File: src/hdl/ospt_pkg.sv
// shared constants and carrier types for the one-shot / pwm timer channel
package ospt_pkg;

  // register bus geometry
  localparam int ADDR_W = 4;
  localparam int DATA_W = 16;
  localparam int CFG_W = 8;

  // register offsets (word index on the plain register port)
  localparam logic [ADDR_W-1:0] OFF_CONTROL0 = 4'h0;
  localparam logic [ADDR_W-1:0] OFF_CONTROL1 = 4'h1;
  localparam logic [ADDR_W-1:0] OFF_IO_CTRL1 = 4'h2;
  localparam logic [ADDR_W-1:0] OFF_IO_CTRL2 = 4'h3;
  localparam logic [ADDR_W-1:0] OFF_OPTION0 = 4'h4;
  localparam logic [ADDR_W-1:0] OFF_CMP_REG0 = 4'h5;
  localparam logic [ADDR_W-1:0] OFF_CMP_REG1 = 4'h6;
  localparam logic [ADDR_W-1:0] OFF_COUNTER = 4'h7;
  localparam logic [ADDR_W-1:0] OFF_STATUS = 4'h8;

  // field positions
  localparam int BIT_COUNT_ENABLE = 0;
  localparam int BIT_SOFT_TRIGGER = 6;
  localparam int MODE_LSB = 0;
  localparam int MODE_W = 3;
  localparam int ST_BIT_RUNNING = 0;
  localparam int ST_BIT_WAITING = 1;
  localparam int ST_BIT_RELOAD = 2;
  localparam int ST_BIT_OUT0 = 3;
  localparam int ST_BIT_OUT1 = 4;

  // mode field encodings
  localparam logic [MODE_W-1:0] MODE_ONESHOT = 3'h3;
  localparam logic [MODE_W-1:0] MODE_PWM = 3'h4;

  // reset and load values
  localparam logic [DATA_W-1:0] RST_COUNT = 16'hFFFF;
  localparam logic [DATA_W-1:0] CNT_CLEAR = 16'h0000;
  localparam logic [DATA_W-1:0] CNT_STEP = 16'h0001;
  localparam logic [DATA_W-1:0] RST_CMP = 16'h0000;
  localparam logic [CFG_W-1:0] RST_CFG = 8'h00;
  localparam logic [MODE_W-1:0] RST_MODE = 3'h0;

  // channel sequencing
  typedef enum logic [1:0] {
    ST_OFF,
    ST_WAIT,
    ST_RUN
  } ospt_state_t;

  // one register bus request
  typedef struct packed {
    logic [ADDR_W-1:0] addr;
    logic [DATA_W-1:0] wr_data;
    logic wr_en;
    logic rd_en;
  } ospt_bus_req_t;

  // waveform pins and compare events
  typedef struct packed {
    logic pulse_out0;
    logic pulse_out1;
    logic cmp0_irq;
    logic cmp1_irq;
  } ospt_wave_t;

endpackage : ospt_pkg

File: src/hdl/ospt_timer.sv
// 16-bit timer channel with triggered one-shot and pwm output modes
//
// What this block does
// - in triggered pulse modes, counter equal to compare 1 raises cmp1_irq
// - mode field 011 selects one-shot pulse mode
// - one-shot: count_enable arms, trig_in edge starts count, one pulse on pulse_out1
// - one-shot with soft_trigger: pulse_out0 active while counting, inactive waiting
// - one-shot trigger moves counter FFFFH to 0000H, then one step per tick
// - after the pulse the counter sits at 0000H, halts and waits again
// - triggers arriving while a pulse is in progress are ignored
// - pulse starts after cmp_reg1 ticks, lasts cmp_reg0 minus cmp_reg1 plus one
// - one-shot: cmp0_irq on step after match with cmp_buf0; cmp1_irq on cmp_buf1
// - one-shot: cmp1_irq when counter equals compare 1 value
// - one-shot: compare 1 match raises cmp1_irq and drives pulse_out1 active
// - one-shot: compare 0 match raises cmp0_irq, drops pulse_out1, stops counting
// - one-shot with cmp_reg1 above cmp_reg0 gives no pulse at all
// - compare 0 lowered past the count: counter overflows, clears at new value
// - compare 1 lowered past the count: pulse_out1 not raised that pass
// - mode field 100 selects pwm output mode
// - pwm: count_enable takes counter FFFFH to 0000H, waveform on pulse_out1
// - pwm period is cmp_reg0 plus one ticks, active width cmp_reg1 ticks
// - pwm: pulse_out0 toggles every pwm period
// - pwm: compare writes take effect only when counter clears on cmp_buf0
// - pwm: cmp0_irq as counter clears after cmp_buf0 match; cmp1_irq on cmp_buf1
// - reading the counter register returns the live 16-bit count
// - io control 1 and option 0 registers do not affect these modes
// - pwm: compare 0 reaches cmp_buf0 only after a compare 1 write, at clear
`timescale 1ns/10ps
`default_nettype none

module ospt_timer
  import ospt_pkg::*;
(
  // clock and reset
  input wire logic clk,
  input wire logic reset,
  // register port
  input wire ospt_bus_req_t bus_req,
  output var logic [DATA_W-1:0] rd_data,
  // count clock enable from the prescaler, same clock domain
  input wire logic count_tick,
  // external trigger pin, asynchronous
  input wire logic trig_in,
  // waveform pins and compare events
  output var ospt_wave_t wave
);

  // address hit for a write strobe
  function automatic logic wr_hit(input ospt_bus_req_t req, input logic [ADDR_W-1:0] off);
    wr_hit = req.wr_en && (req.addr == off);
  endfunction : wr_hit

  // software registers
  logic count_enable;
  logic [MODE_W-1:0] mode_field;
  logic [CFG_W-1:0] io_control_1;
  logic [CFG_W-1:0] io_control_2;
  logic [CFG_W-1:0] option_reg_0;
  logic [DATA_W-1:0] cmp_reg0;
  logic [DATA_W-1:0] cmp_reg1;
  logic soft_trigger;

  // compare buffers and counter state
  logic [DATA_W-1:0] cmp_buf0;
  logic [DATA_W-1:0] cmp_buf1;
  logic reload_pending;
  logic [DATA_W-1:0] cnt;
  ospt_state_t state;
  logic sw_run;

  // trigger synchroniser
  logic trig_s1;
  logic trig_s2;
  logic trig_s3;

  // combinational terms
  logic is_oneshot;
  logic is_pwm;
  logic wr_cmp1;
  logic trig_edge;
  logic any_trig;
  logic run_tick;
  logic match0;
  logic match1;
  logic transfer;
  logic [DATA_W-1:0] next_cnt;
  logic [DATA_W-1:0] eff_buf1;

  assign is_oneshot = (mode_field == MODE_ONESHOT);
  assign is_pwm = (mode_field == MODE_PWM);
  assign wr_cmp1 = wr_hit(bus_req, OFF_CMP_REG1);
  assign trig_edge = trig_s2 && !trig_s3;
  assign any_trig = trig_edge || soft_trigger;
  assign run_tick = (state == ST_RUN) && count_enable && count_tick;
  // equality only: a compare moved below the count is passed by, so the count wraps
  assign match0 = (cnt == cmp_buf0);
  assign next_cnt = match0 ? CNT_CLEAR : cnt + CNT_STEP;
  assign transfer = is_pwm && run_tick && match0 && reload_pending;
  // at a pwm reload the new width governs the period that just starts
  assign eff_buf1 = transfer ? cmp_reg1 : cmp_buf1;
  // one-shot clear is not a compare 1 hit even when cmp_buf1 is zero
  assign match1 = (next_cnt == eff_buf1) && !(is_oneshot && match0);

  // two flops before the edge detector; only trig_s2 reads trig_s1
  always_ff @(posedge clk or posedge reset) begin
    if (reset) begin
      trig_s1 <= 1'b0;
      trig_s2 <= 1'b0;
      trig_s3 <= 1'b0;
    end else begin
      trig_s1 <= trig_in;
      trig_s2 <= trig_s1;
      trig_s3 <= trig_s2;
    end
  end

  // software register writes; io control 1 and option 0 are storage only
  always_ff @(posedge clk or posedge reset) begin
    if (reset) begin
      count_enable <= 1'b0;
      mode_field <= RST_MODE;
      io_control_1 <= RST_CFG;
      io_control_2 <= RST_CFG;
      option_reg_0 <= RST_CFG;
      cmp_reg0 <= RST_CMP;
      cmp_reg1 <= RST_CMP;
    end else begin
      if (wr_hit(bus_req, OFF_CONTROL0)) begin
        count_enable <= bus_req.wr_data[BIT_COUNT_ENABLE];
      end
      if (wr_hit(bus_req, OFF_CONTROL1)) begin
        mode_field <= bus_req.wr_data[MODE_LSB +: MODE_W];
      end
      if (wr_hit(bus_req, OFF_IO_CTRL1)) begin
        io_control_1 <= bus_req.wr_data[CFG_W-1:0];
      end
      if (wr_hit(bus_req, OFF_IO_CTRL2)) begin
        io_control_2 <= bus_req.wr_data[CFG_W-1:0];
      end
      if (wr_hit(bus_req, OFF_OPTION0)) begin
        option_reg_0 <= bus_req.wr_data[CFG_W-1:0];
      end
      if (wr_hit(bus_req, OFF_CMP_REG0)) begin
        cmp_reg0 <= bus_req.wr_data;
      end
      if (wr_cmp1) begin
        cmp_reg1 <= bus_req.wr_data;
      end
    end
  end

  // soft trigger is a self-clearing one-cycle strobe; it reads back as zero
  always_ff @(posedge clk or posedge reset) begin
    if (reset) begin
      soft_trigger <= 1'b0;
    end else begin
      soft_trigger <= wr_hit(bus_req, OFF_CONTROL1) && bus_req.wr_data[BIT_SOFT_TRIGGER];
    end
  end

  // counter and sequencing
  always_ff @(posedge clk or posedge reset) begin
    if (reset) begin
      cnt <= RST_COUNT;
      state <= ST_OFF;
      sw_run <= 1'b0;
    end else if (!count_enable) begin
      state <= ST_OFF; // count holds its value
      sw_run <= 1'b0;
    end else begin
      case (state)
        ST_OFF: begin
          if (is_pwm) begin
            cnt <= RST_COUNT; // first tick wraps to 0000H
            state <= ST_RUN;
          end else if (is_oneshot) begin
            state <= ST_WAIT; // armed
          end
        end
        ST_WAIT: begin
          if (!is_oneshot) begin
            state <= ST_OFF;
          end else if (any_trig) begin
            cnt <= RST_COUNT;
            state <= ST_RUN;
            sw_run <= soft_trigger && !trig_edge;
          end
        end
        ST_RUN: begin
          // triggers are not looked at here
          if (!is_oneshot && !is_pwm) begin
            state <= ST_OFF;
          end else if (count_tick) begin
            cnt <= next_cnt;
            if (is_oneshot && match0) begin
              state <= ST_WAIT; // parked at 0000H
              sw_run <= 1'b0;
            end
          end
        end
        default: begin
          state <= ST_OFF;
        end
      endcase
    end
  end

  // compare buffers: live copy in one-shot, reload at clear in pwm
  always_ff @(posedge clk or posedge reset) begin
    if (reset) begin
      cmp_buf0 <= RST_CMP;
      cmp_buf1 <= RST_CMP;
      reload_pending <= 1'b0;
    end else if (is_oneshot) begin
      cmp_buf0 <= cmp_reg0;
      cmp_buf1 <= cmp_reg1;
      reload_pending <= 1'b0;
    end else if (state == ST_OFF && count_enable && is_pwm) begin
      cmp_buf0 <= cmp_reg0;
      cmp_buf1 <= cmp_reg1;
      reload_pending <= wr_cmp1;
    end else if (transfer) begin
      cmp_buf0 <= cmp_reg0;
      cmp_buf1 <= cmp_reg1;
      reload_pending <= wr_cmp1; // a write in the same cycle stays pending
    end else if (wr_cmp1) begin
      reload_pending <= 1'b1;
    end
  end

  // compare events, one cycle each
  always_ff @(posedge clk or posedge reset) begin
    if (reset) begin
      wave.cmp0_irq <= 1'b0;
      wave.cmp1_irq <= 1'b0;
    end else begin
      wave.cmp0_irq <= run_tick && match0;
      wave.cmp1_irq <= run_tick && match1;
    end
  end

  // pulse_out1: set/reset flop driven by the two matches
  always_ff @(posedge clk or posedge reset) begin
    if (reset) begin
      wave.pulse_out1 <= 1'b0;
    end else if (state != ST_RUN || !count_enable) begin
      wave.pulse_out1 <= 1'b0;
    end else if (run_tick && is_oneshot) begin
      if (match0) begin
        wave.pulse_out1 <= 1'b0;
      end else if (match1) begin
        wave.pulse_out1 <= 1'b1; // cmp_reg1 above cmp_reg0 never gets here
      end
    end else if (run_tick && is_pwm) begin
      if (match1) begin
        wave.pulse_out1 <= 1'b0; // width cmp_buf1 ticks
      end else if (next_cnt == CNT_CLEAR) begin
        wave.pulse_out1 <= 1'b1; // period cmp_buf0 plus one
      end
    end
  end

  // pulse_out0: run flag for soft one-shot, divide-by-two of the pwm period
  always_ff @(posedge clk or posedge reset) begin
    if (reset) begin
      wave.pulse_out0 <= 1'b0;
    end else if (!count_enable || state == ST_OFF) begin
      wave.pulse_out0 <= 1'b0;
    end else if (is_oneshot) begin
      wave.pulse_out0 <= sw_run && (state == ST_RUN);
    end else if (is_pwm && run_tick && match0) begin
      wave.pulse_out0 <= !wave.pulse_out0;
    end
  end

  // read data stands one cycle after the strobe; unmapped reads return zero
  always_ff @(posedge clk or posedge reset) begin
    if (reset) begin
      rd_data <= '0;
    end else if (!bus_req.rd_en) begin
      rd_data <= '0;
    end else if (bus_req.addr == OFF_CONTROL0) begin
      rd_data <= {{(DATA_W-1){1'b0}}, count_enable};
    end else if (bus_req.addr == OFF_CONTROL1) begin
      rd_data <= {{(DATA_W-MODE_W){1'b0}}, mode_field};
    end else if (bus_req.addr == OFF_IO_CTRL1) begin
      rd_data <= {{(DATA_W-CFG_W){1'b0}}, io_control_1};
    end else if (bus_req.addr == OFF_IO_CTRL2) begin
      rd_data <= {{(DATA_W-CFG_W){1'b0}}, io_control_2};
    end else if (bus_req.addr == OFF_OPTION0) begin
      rd_data <= {{(DATA_W-CFG_W){1'b0}}, option_reg_0};
    end else if (bus_req.addr == OFF_CMP_REG0) begin
      rd_data <= cmp_reg0;
    end else if (bus_req.addr == OFF_CMP_REG1) begin
      rd_data <= cmp_reg1;
    end else if (bus_req.addr == OFF_COUNTER) begin
      rd_data <= cnt;
    end else if (bus_req.addr == OFF_STATUS) begin
      rd_data <= '0;
      rd_data[ST_BIT_RUNNING] <= (state == ST_RUN);
      rd_data[ST_BIT_WAITING] <= (state == ST_WAIT);
      rd_data[ST_BIT_RELOAD] <= reload_pending;
      rd_data[ST_BIT_OUT0] <= wave.pulse_out0;
      rd_data[ST_BIT_OUT1] <= wave.pulse_out1;
    end else begin
      rd_data <= '0;
    end
  end
endmodule : ospt_timer

`default_nettype wire

File: config.mk
export PLATFORM = sky130hd
export DESIGN_NAME = ospt_timer
export DESIGN_NICKNAME = d
export VERILOG_FILES = /design/src/hdl/ospt_pkg.sv /design/src/hdl/ospt_timer.sv
export SDC_FILE = /design/constraint.sdc
export NUM_CORES = 1
export LEC_CHECK = 0
export BUFFER_PORTS_ARGS = -buffer_cell sky130_fd_sc_hd__buf_2
export CORE_MARGIN = 4
export CORE_UTILIZATION = 66
export DETAILED_ROUTE_END_ITERATION = 10
export PLACE_DENSITY = 0.93
export SYNTH_ARGS = -nofsm -noshare
export SYNTH_HDL_FRONTEND = slang
export SYNTH_SLANG_ARGS = --single-unit
File: constraint.sdc
create_clock -name clk -period 13.8 [get_ports clk]
set_input_delay 2.76 -clock clk [delete_from_list [all_inputs] [get_ports clk]]
set_output_delay 2.76 -clock clk [all_outputs]
set_load 0.02 [all_outputs]
Word level (Yosys, flattened, before mapping). Index checks and enable logic that the tools add are counted.

Bits in registers: 136.

$add $sub $neg: 1. Equal/unequal tests: 31. Multiplexer cells: 53. Reduce and logical (&&, ||, !) cells: 47.

Operators by type and width (number): 16-bit two-way mux (21); 16-bit one-hot mux with 3 select lines (1); 16-bit == test (2); 1-bit logical AND (24); 1-bit two-way mux (20); 4-bit inequality test (second input constant) (5); 16-bit by 1-bit adder with 16-bit output (second input constant) (1); 4-bit by 3-bit == test with 1-bit output (second input constant) (4); 16-bit logical NOT (1); 2-bit two-way mux (8); 3-bit inequality test (second input constant) (5); 2-bit inequality test (second input constant) (6); 3-bit nonzero test (4); 4-bit by 2-bit == test with 1-bit output (second input constant) (2); 4-bit nonzero test (2); 1-bit logical NOT (7); 7-bit AND reduction (1); 2-bit one-hot mux with 3 select lines (1); 6-bit AND reduction (1); 5-bit two-way mux (1); 4-bit by 1-bit == test with 1-bit output (second input constant) (1); 4-bit == test (second input constant) (1); 4-bit logical NOT (1); 4-bit AND reduction (1); other kinds (9) (11).

Longest topological paths before layout. Gate-level depths: netlist of run 1.

Word-level depth: 13. Gate-level depth with buffers: 10.

Least setup slack after synthesis of run 1. OpenSTA, ideal clock, no wires.

Kind: input-to-reg. Start: in bus_req[18] (netlist bit). End: reg rd_data[11]. Setup time: 0.125 ns. Data arrival time: 4.342 ns. Data required time: 13.675 ns. Path slack: 9.332 ns. Stages: 6. Path buffers: 3. Path through: buf_1 > clkbuf_1 > clkbuf_1 > mux2_2 > a22oi_1 > nor2_1.

Word-level cells in the longest chain between the ends: 10. Elaborated cells on any way between the ends: 17. Classes of those cells: eq/ne: 7; mux: 9; reduce/logical: 1.

Ends and longest elaborated chain: start, declared (line ospt_timer.sv:38) `input wire ospt_bus_req_t bus_req,`; 4-bit by 3-bit == test with 1-bit output (line ospt_timer.sv:296) `end else if (bus_req.addr == OFF_COUNTER) begin`; 16-bit two-way mux (line ospt_timer.sv:296); 16-bit two-way mux (line ospt_timer.sv:294) `end else if (bus_req.addr == OFF_CMP_REG1) begin`; 16-bit two-way mux (line ospt_timer.sv:292) `end else if (bus_req.addr == OFF_CMP_REG0) begin`; 16-bit two-way mux (line ospt_timer.sv:290) `end else if (bus_req.addr == OFF_OPTION0) begin`; 16-bit two-way mux (line ospt_timer.sv:288) `end else if (bus_req.addr == OFF_IO_CTRL2) begin`; 16-bit two-way mux (line ospt_timer.sv:286) `end else if (bus_req.addr == OFF_IO_CTRL1) begin`; 16-bit two-way mux (line ospt_timer.sv:284) `end else if (bus_req.addr == OFF_CONTROL1) begin`; 16-bit two-way mux * (line ospt_timer.sv:282) `end else if (bus_req.addr == OFF_CONTROL0) begin`; 16-bit two-way mux * (line ospt_timer.sv:280) `end else if (!bus_req.rd_en) begin`; end signal, assigned (line ospt_timer.sv:283) `rd_data <= {{(DATA_W-1){1'b0}}, count_enable};`; end signal, assigned (line ospt_timer.sv:285) `rd_data <= {{(DATA_W-MODE_W){1'b0}}, mode_field};`; end signal, assigned (line ospt_timer.sv:287) `rd_data <= {{(DATA_W-CFG_W){1'b0}}, io_control_1};`; end, declared (line ospt_timer.sv:39) `output var logic [DATA_W-1:0] rd_data,`.

Every way passes the cells marked *; elsewhere a longest branch is shown, timed or not. A chain may end at the register's enable or synchronous reset.

Worst setup path after layout of run 1.
Start: in bus_req[18] (netlist bit). End: reg cmp_reg0[11].

Word-level cells in the longest chain between the ends: 2.

Ends and longest elaborated chain: 4-bit by 3-bit == test with 1-bit output (line ospt_timer.sv:50) `wr_hit = req.wr_en && (req.addr == off);`; 1-bit logical AND (line ospt_timer.sv:50); end signal, assigned (line ospt_timer.sv:144) `cmp_reg0 <= bus_req.wr_data;`; end, declared (line ospt_timer.sv:59) `logic [DATA_W-1:0] cmp_reg0;`.

Every way passes these cells.

==> impl_metrics.json, run 1 <==
{
  "synth_top_flop_cell": "dfrtp_1",
  "firstDrtPassIters": 5,
  "finalSetupViolations": 0,
  "fin_skew_ns": 0.00731,
  "via_per_inst": 6.80,
  "powerDensity_nw_per_um2": 207,
  "drt_wl_total_um": 18700,
  "clk_path_buf_depth": 2,
  "port_buffers": 45,
  "gr-max-usage-layer": "met2",
  "dpl.hpwl_um": 12100,
  "syn_area_um2": 7070,
  "synth_area_leaders": "dfrtp_1 (42%), mux2_2 (17%), dfstp_2 (5.9%)",
  "grt_pass1_vias": 5725,
  "gr-total-overflow": 0,
  "maxSlewViolCount": 0,
  "regArea_um2": 3420,
  "hold_class": "flip-flop to flip-flop",
  "yosysTopAreaCellShare_pct": 42.5,
  "finalPower_uw": 1650,
  "async_flop_share_pct": 100,
  "grt_use_met1_pct": 40.6,
  "setup_ws_ns": 8.32,
  "drc": 0,
  "crit_required_ns": 14.23,
  "multi_input_area_um2": 3410,
  "timing.final.crit_share_pct": 39.7,
  "ys_ff_latch": 136,
  "place.gp.congestion": 0.978,
  "die_w_um": 112,
  "pin_count": 46,
  "arrival_ns": 5.90,
  "rsz0062_at_grt": "no",
  "num_vias": 5620,
  "initial_utilization_pct": 68.2,
  "drv_cap": 0,
  "fillers": 582,
  "grt_pass1_wl_um": 30400,
  "met3_usage_pct": 8.97,
  "critPathCaptureType": "flip-flop",
  "fin_hold_ws_ns": 0.357,
  "worstSetupPathType": "primary input to flip-flop",
  "core_area_um2": 10400,
  "clkTransAtPathRegs_ns": 0.06,
  "seq_area_frac_synth_pct": 48.4,
  "rows": 37,
  "cts.sinks": 136,
  "yosysWarnings": 0,
  "place_ws_ns": 7.93,
  "critPathMaxFanout": 31,
  "hold_buffers": 0,
  "nNetsFinal": 703,
  "drive_above_1_share_pct": 31.8,
  "avgSynthCellArea_um2": 10.9,
  "h-tree-depth": 4,
  "worst_slew_pin_slew_ns": 1.28,
  "cts_root_buffer": "clkbuf_8",
  "antenna_found_initial": 1,
  "synth_edf_count": 0,
  "fmax_ghz": 0.183,
  "syn-num-nets": 677,
  "final-hold-violation-count": 0,
  "rrSetupSlack_ns": 10.38,
  "period_needed_ns": 5.48,
  "grt_max_degree": 77,
  "clkLatencyLatePin_ns": 0.55,
  "cts_resized": 0,
  "routedWlPerCell_um": 22.7,
  "leakage_uw": 0.00344,
  "die_y_um": 112,
  "cts_tree": "yes",
  "track_usage_pct": 31.2,
  "start_kind": "primary input",
  "area_growth_pct": 12.7,
  "synth_cells": 650,
  "cts_setup_buffers": 0,
  "dieArea_um2": 12400,
  "dr.first_iter.drc_count": 688,
  "cts_buffers": 17,
  "fin_setup_tns_ns": 0,
  "ant_nets": 0,
  "synth_area_leader_cell": "dfrtp_1",
  "status": "complete, no violations",
  "relSlewSlack_pct": 14.4,
  "ir_worst_vdd_mv": 0.126,
  "synth_cell_types": 66,
  "grt_use_met2_pct": 47.8
}
metrics by stage:
step           area, um2  utilization [%]  instances
2_1_floorplan       7070                -        650
6_report            7970             76.8        826
3_3_place_gp        7310             70.5        793
3_5_place_dp        7310             70.5        793
5_1_grt             7970             76.8        826
4_1_cts             7970             76.8        825
worst paths after layout:
check	from	end	cells after the start
worst max-delay path	bus_req[18]	cmp_reg0[11]	5
worst min-delay path	trig_s1	trig_s2	0
worst max register to register	cnt[7]	wave[2]	9
worst min register to register	trig_s1	trig_s2	0
max in group asynchronous	reset	cmp_reg0[14]	3
min in group asynchronous	reset	wave[2]	2
flip-flops by register name, indices dropped and copies added (netlist names), 2 cells and up:
name,cells
cnt,16
cmp_reg0,16
wave,4
cmp_buf1,16
state,2
mode_field,3
option_reg_0,8
io_control_1,8
io_control_2,8
cmp_buf0,16
rd_data,16
cmp_reg1,16
layer usage:
layer | wire [um] | up-vias
li1 | - | 2412
met1 | 7050 | 2747
met2 | 8880 | 381
met3 | 2030 | 80
met4 | 767 | 0
met5 | 0 | -
cell families after synthesis:
group / share of synthesized area (%)
compound gates: 11.3
simple gates: 14.1
mux: 18.3
fa+ha+maj: 0.177
xor+xnor: 4.19
buf+inv: 3.56
flops: 48.4
Yosys cell counts, types with 2 or more instances:
library cell  instances
a31oi_1               7
buf_2                 9
nand3b_1              4
nor2b_1               6
and2_1                3
xnor2_1              29
and3_1                8
buf_1                 6
buf_6                 3
o211ai_1              4
and4_1                2
a21o_1                2
buf_4                 4
o22ai_1               5
dfrtp_1             120
a221oi_1              4
nor3b_1               5
a22o_1                3
xor2_1                3
nand2b_1              4
o21ai_0              43
inv_1                12
mux4_2                2
nand4_1              11
or3_1                 4
nand2_1              36
mux2_2              107
a21oi_1              17
nor4_1                9
o221a_2               3
a32oi_1               2
a22oi_1              14
dfstp_2              16
mux2i_1               3
nand3_1              21
clkbuf_1             20
and4b_1               2
nor2_1               60
nor3_1               10
critical path: stages:
cell and delay [ns]:
buf_2 0.54, inv_1 0.24, nor2_1 1.01, and3_1 0.90, mux2_2 0.42
final cells by class:
type	instances	area share, %
diodes	1	0.0314
well taps	136	2.14
repair buffers	49	3.20
flip-flops and latches	136	43.0
clock buffers	21	5.76
clock inverters	11	2.42
inverters	12	0.628
multi-input cells	460	42.9
placed cells by master (no fill, tap or decap), drive strengths merged, types with 3 or more instances in the layout:
cell type / count
nand4: 12
o221a: 3
nand2b: 4
xnor2: 30
bufinv: 5
mux2i: 3
a22o: 3
and2: 3
nor3b: 6
clkinv: 3
nor2b: 6
o21ai: 44
or3: 4
a31oi: 7
clkbuf: 21
nand3b: 5
and3: 8
buf: 49
nand2: 37
nor3: 10
nand3: 21
dfrtp: 120
o22ai: 5
inv: 13
mux2: 108
a221oi: 4
nor2: 60
a21oi: 17
o211ai: 4
xor2: 3
nor4: 11
dfstp: 16
a22oi: 14
power breakdown:
part           internal (uW)  total, uW  switching [uW]
Combinational            225        457             232
Sequential               531        691             160
Clock                    327        501             175
Power figures use the tool's default switching activity.
==> run 2, diff against run 1 <==
--- a/config.mk
+++ b/config.mk
@@ -7,9 +7,9 @@
 export LEC_CHECK = 0
 export BUFFER_PORTS_ARGS = -buffer_cell sky130_fd_sc_hd__buf_2
 export CORE_MARGIN = 4
-export CORE_UTILIZATION = 66
+export CORE_UTILIZATION = 61
 export DETAILED_ROUTE_END_ITERATION = 10
-export PLACE_DENSITY = 0.93
+export PLACE_DENSITY = 0.87
 export SYNTH_ARGS = -nofsm -noshare
 export SYNTH_HDL_FRONTEND = slang
 export SYNTH_SLANG_ARGS = --single-unit
==> constraint.sdc (replaced) <==
create_clock -name clk -period 5.7 [get_ports clk]
set_input_delay 1.14 -clock clk [delete_from_list [all_inputs] [get_ports clk]]
set_output_delay 1.14 -clock clk [all_outputs]
set_load 0.02 [all_outputs]
==> run 2 against run 1 <==
Net effect:
- sequential power is 140% higher
- clock-buffer cell count is 3 lower
- final cell count grew 0.97%
- final area grew 0.22%
- core utilization fell by 6.6 points
- setup slack got worse by 5.9 ns
- critical path depth rose by 4
- via count decreased by 1.6%
- first-iteration DRC count decreased by 13%
- clock skew barely moved
- hold slack got worse by 0.0041 ns
- register-to-register slack worse by 8.0 ns
==> impl_metrics.json, run 2 (same netlist as run 1, synthesis figures left out) <==
{
  "cpMaxStageDelayCell": "dfstp_2",
  "cts_buffers": 17,
  "core_area_um2": 11400,
  "antenna_cells": 0,
  "cts_tree": "yes",
  "maxSlewViolCount": 0,
  "ant_nets": 0,
  "fin_setup_tns_ns": 0,
  "dpl.cell_count": 802,
  "rsz0062_at_grt": "no",
  "worstRegToRegCells": 9,
  "crit_path_start": "cnt[0]",
  "cts.sinks": 136,
  "rrSetupSlack_ns": 2.40,
  "r2r_end": "wave[2]",
  "track_usage_pct": 28.6,
  "die_w_um": 116,
  "drv_cap": 0,
  "timing.rr.start": "cnt[0]",
  "nNetsFinal": 705,
  "port_buffers": 45,
  "status": "complete, no violations",
  "h-tree-depth": 4,
  "clkTransAtPathRegs_ns": 0.06,
  "fin_skew_ns": 0.00770,
  "fmax_ghz": 0.303,
  "endpoint": "wave[2]",
  "dpl.hpwl_um": 12000,
  "firstDrtPassIters": 6,
  "cts_setup_buffers": 0,
  "clkLatencyLatePin_ns": 0.42,
  "drc": 0,
  "timing.final.crit_share_pct": 57.9,
  "gr-total-overflow": 0,
  "grt_pass1_wl_um": 29100,
  "worst_slew_pin_slew_ns": 0.952,
  "initial_utilization_pct": 62.2,
  "antenna_found_initial": 0,
  "fillers": 756,
  "layout.cells.most_common": "dfrtp_1",
  "ir_worst_vdd_mv": 0.441,
  "start_kind": "flip-flop",
  "cpPeakStageDelay_ns": 0.65,
  "via_per_inst": 6.63,
  "arrival_ns": 3.61,
  "drt_wl_total_um": 17800,
  "worstSetupPathType": "flip-flop to flip-flop",
  "hold_class": "flip-flop to flip-flop",
  "rows": 39,
  "cts_resized": 0,
  "cts_root_buffer": "clkbuf_16",
  "period_needed_ns": 3.30,
  "critPathCaptureType": "flip-flop",
  "finalSetupViolations": 0,
  "grt_pass1_vias": 5568,
  "area_growth_pct": 12.9,
  "relSlewSlack_pct": 36.5,
  "final-hold-violation-count": 0,
  "fin_hold_ws_ns": 0.352,
  "critPathMaxFanout": 10,
  "clk_path_buf_depth": 2,
  "fin_cells": 834,
  "dr.first_iter.drc_count": 602,
  "die_y_um": 116,
  "num_vias": 5528,
  "drive_above_1_share_pct": 32.1,
  "pin_count": 46,
  "leakage_uw": 0.00344,
  "grt_max_degree": 104,
  "mostFrequentLayoutCells": "dfrtp_1 (120), mux2_2 (107), nor2_1 (60)",
  "routedWlPerCell_um": 21.4,
  "place.gp.congestion": 0.960,
  "final_util_pct": 70.2,
  "path_cells": "ha_1, nand3_1, nor3_1, xnor2_1, o22ai_1, o41a_1, a2111oi_4, nand4_1, mux2_4",
  "powerDensity_nw_per_um2": 495,
  "hold_buffers": 0,
  "dieArea_um2": 13400,
  "crit_required_ns": 6.01
}
==> run 2: cell count changes in the layout (fill, tap and decap cells not counted), moves of 2 or more <==
cell | previous run | this run
buf_4 | 4 | 6
inv_6 | 2 | 4
inv_8 | 0 | 3
clkbuf_8 | 4 | 1
==> run 2: how the worst min path moves through the flow <==
stage / from / end / slack [ns] / cells after the start
after detailed placement: trig_s1 / trig_s2 / 0.34 / 0
after floorplan: trig_s1 / trig_s2 / 0.33 / 0
after global routing: trig_s1 / trig_s2 / 0.37 / 0
after global placement: trig_s1 / trig_s2 / 0.34 / 0
final: trig_s1 / trig_s2 / 0.35 / 0
after CTS: trig_s1 / trig_s2 / 0.36 / 0
==> run 2: critical path: cells and delay by family, from the launching register on <==
family / cells / cell delay, ns
AOI/OAI and AO/OA: 3 / 0.87
and+or+nand+nor: 3 / 0.80
DFF: 1 / 0.65
muxes: 1 / 0.35
adders and majority gates: 1 / 0.28
xor gates and xnor gates: 1 / 0.24
==> run 2: cell type report <==
| type | instances | area [um2] | area share [%] |
|---|---|---|---|
| clock buffers | 18 | 439 | 5.50 |
| clock inverters | 14 | 209 | 2.62 |
| inverters | 12 | 50.0 | 0.627 |
| multi-input cells | 460 | 3410 | 42.8 |
| flip-flops and latches | 136 | 3420 | 42.9 |
| well taps | 143 | 179 | 2.24 |
| repair buffers | 51 | 270 | 3.38 |
==> run 2: per-stage QoR <==
| stage | setup WS [ns] | power (uW) | instance area [um2] |
|---|---|---|---|
| floorplan | 0.947 | 2420 | 7070 |
| global placement | 2.26 | 2630 | 7340 |
| detailed placement | 2.20 | 2710 | 7340 |
| CTS | 2.45 | 3930 | 7990 |
| global route | 2.19 | 4140 | 7990 |
| finish | 2.40 | 3950 | 7990 |
==> run 2: where the power goes <==
part	switching, uW	internal, uW	total (uW)	leakage (uW)
clock	452	756	1210	0.000313
combinational	539	544	1080	0.00145
sequential	376	1290	1660	0.00168
==> run 2: per-layer routing <==
layer	up-vias	routed length (um)	GRT usage (%)
met2	311	8600	44.0
met4	0	619	12.4
met5	-	0	0
li1	2425	-	-
met1	2733	7130	38.8
met3	59	1480	7.21
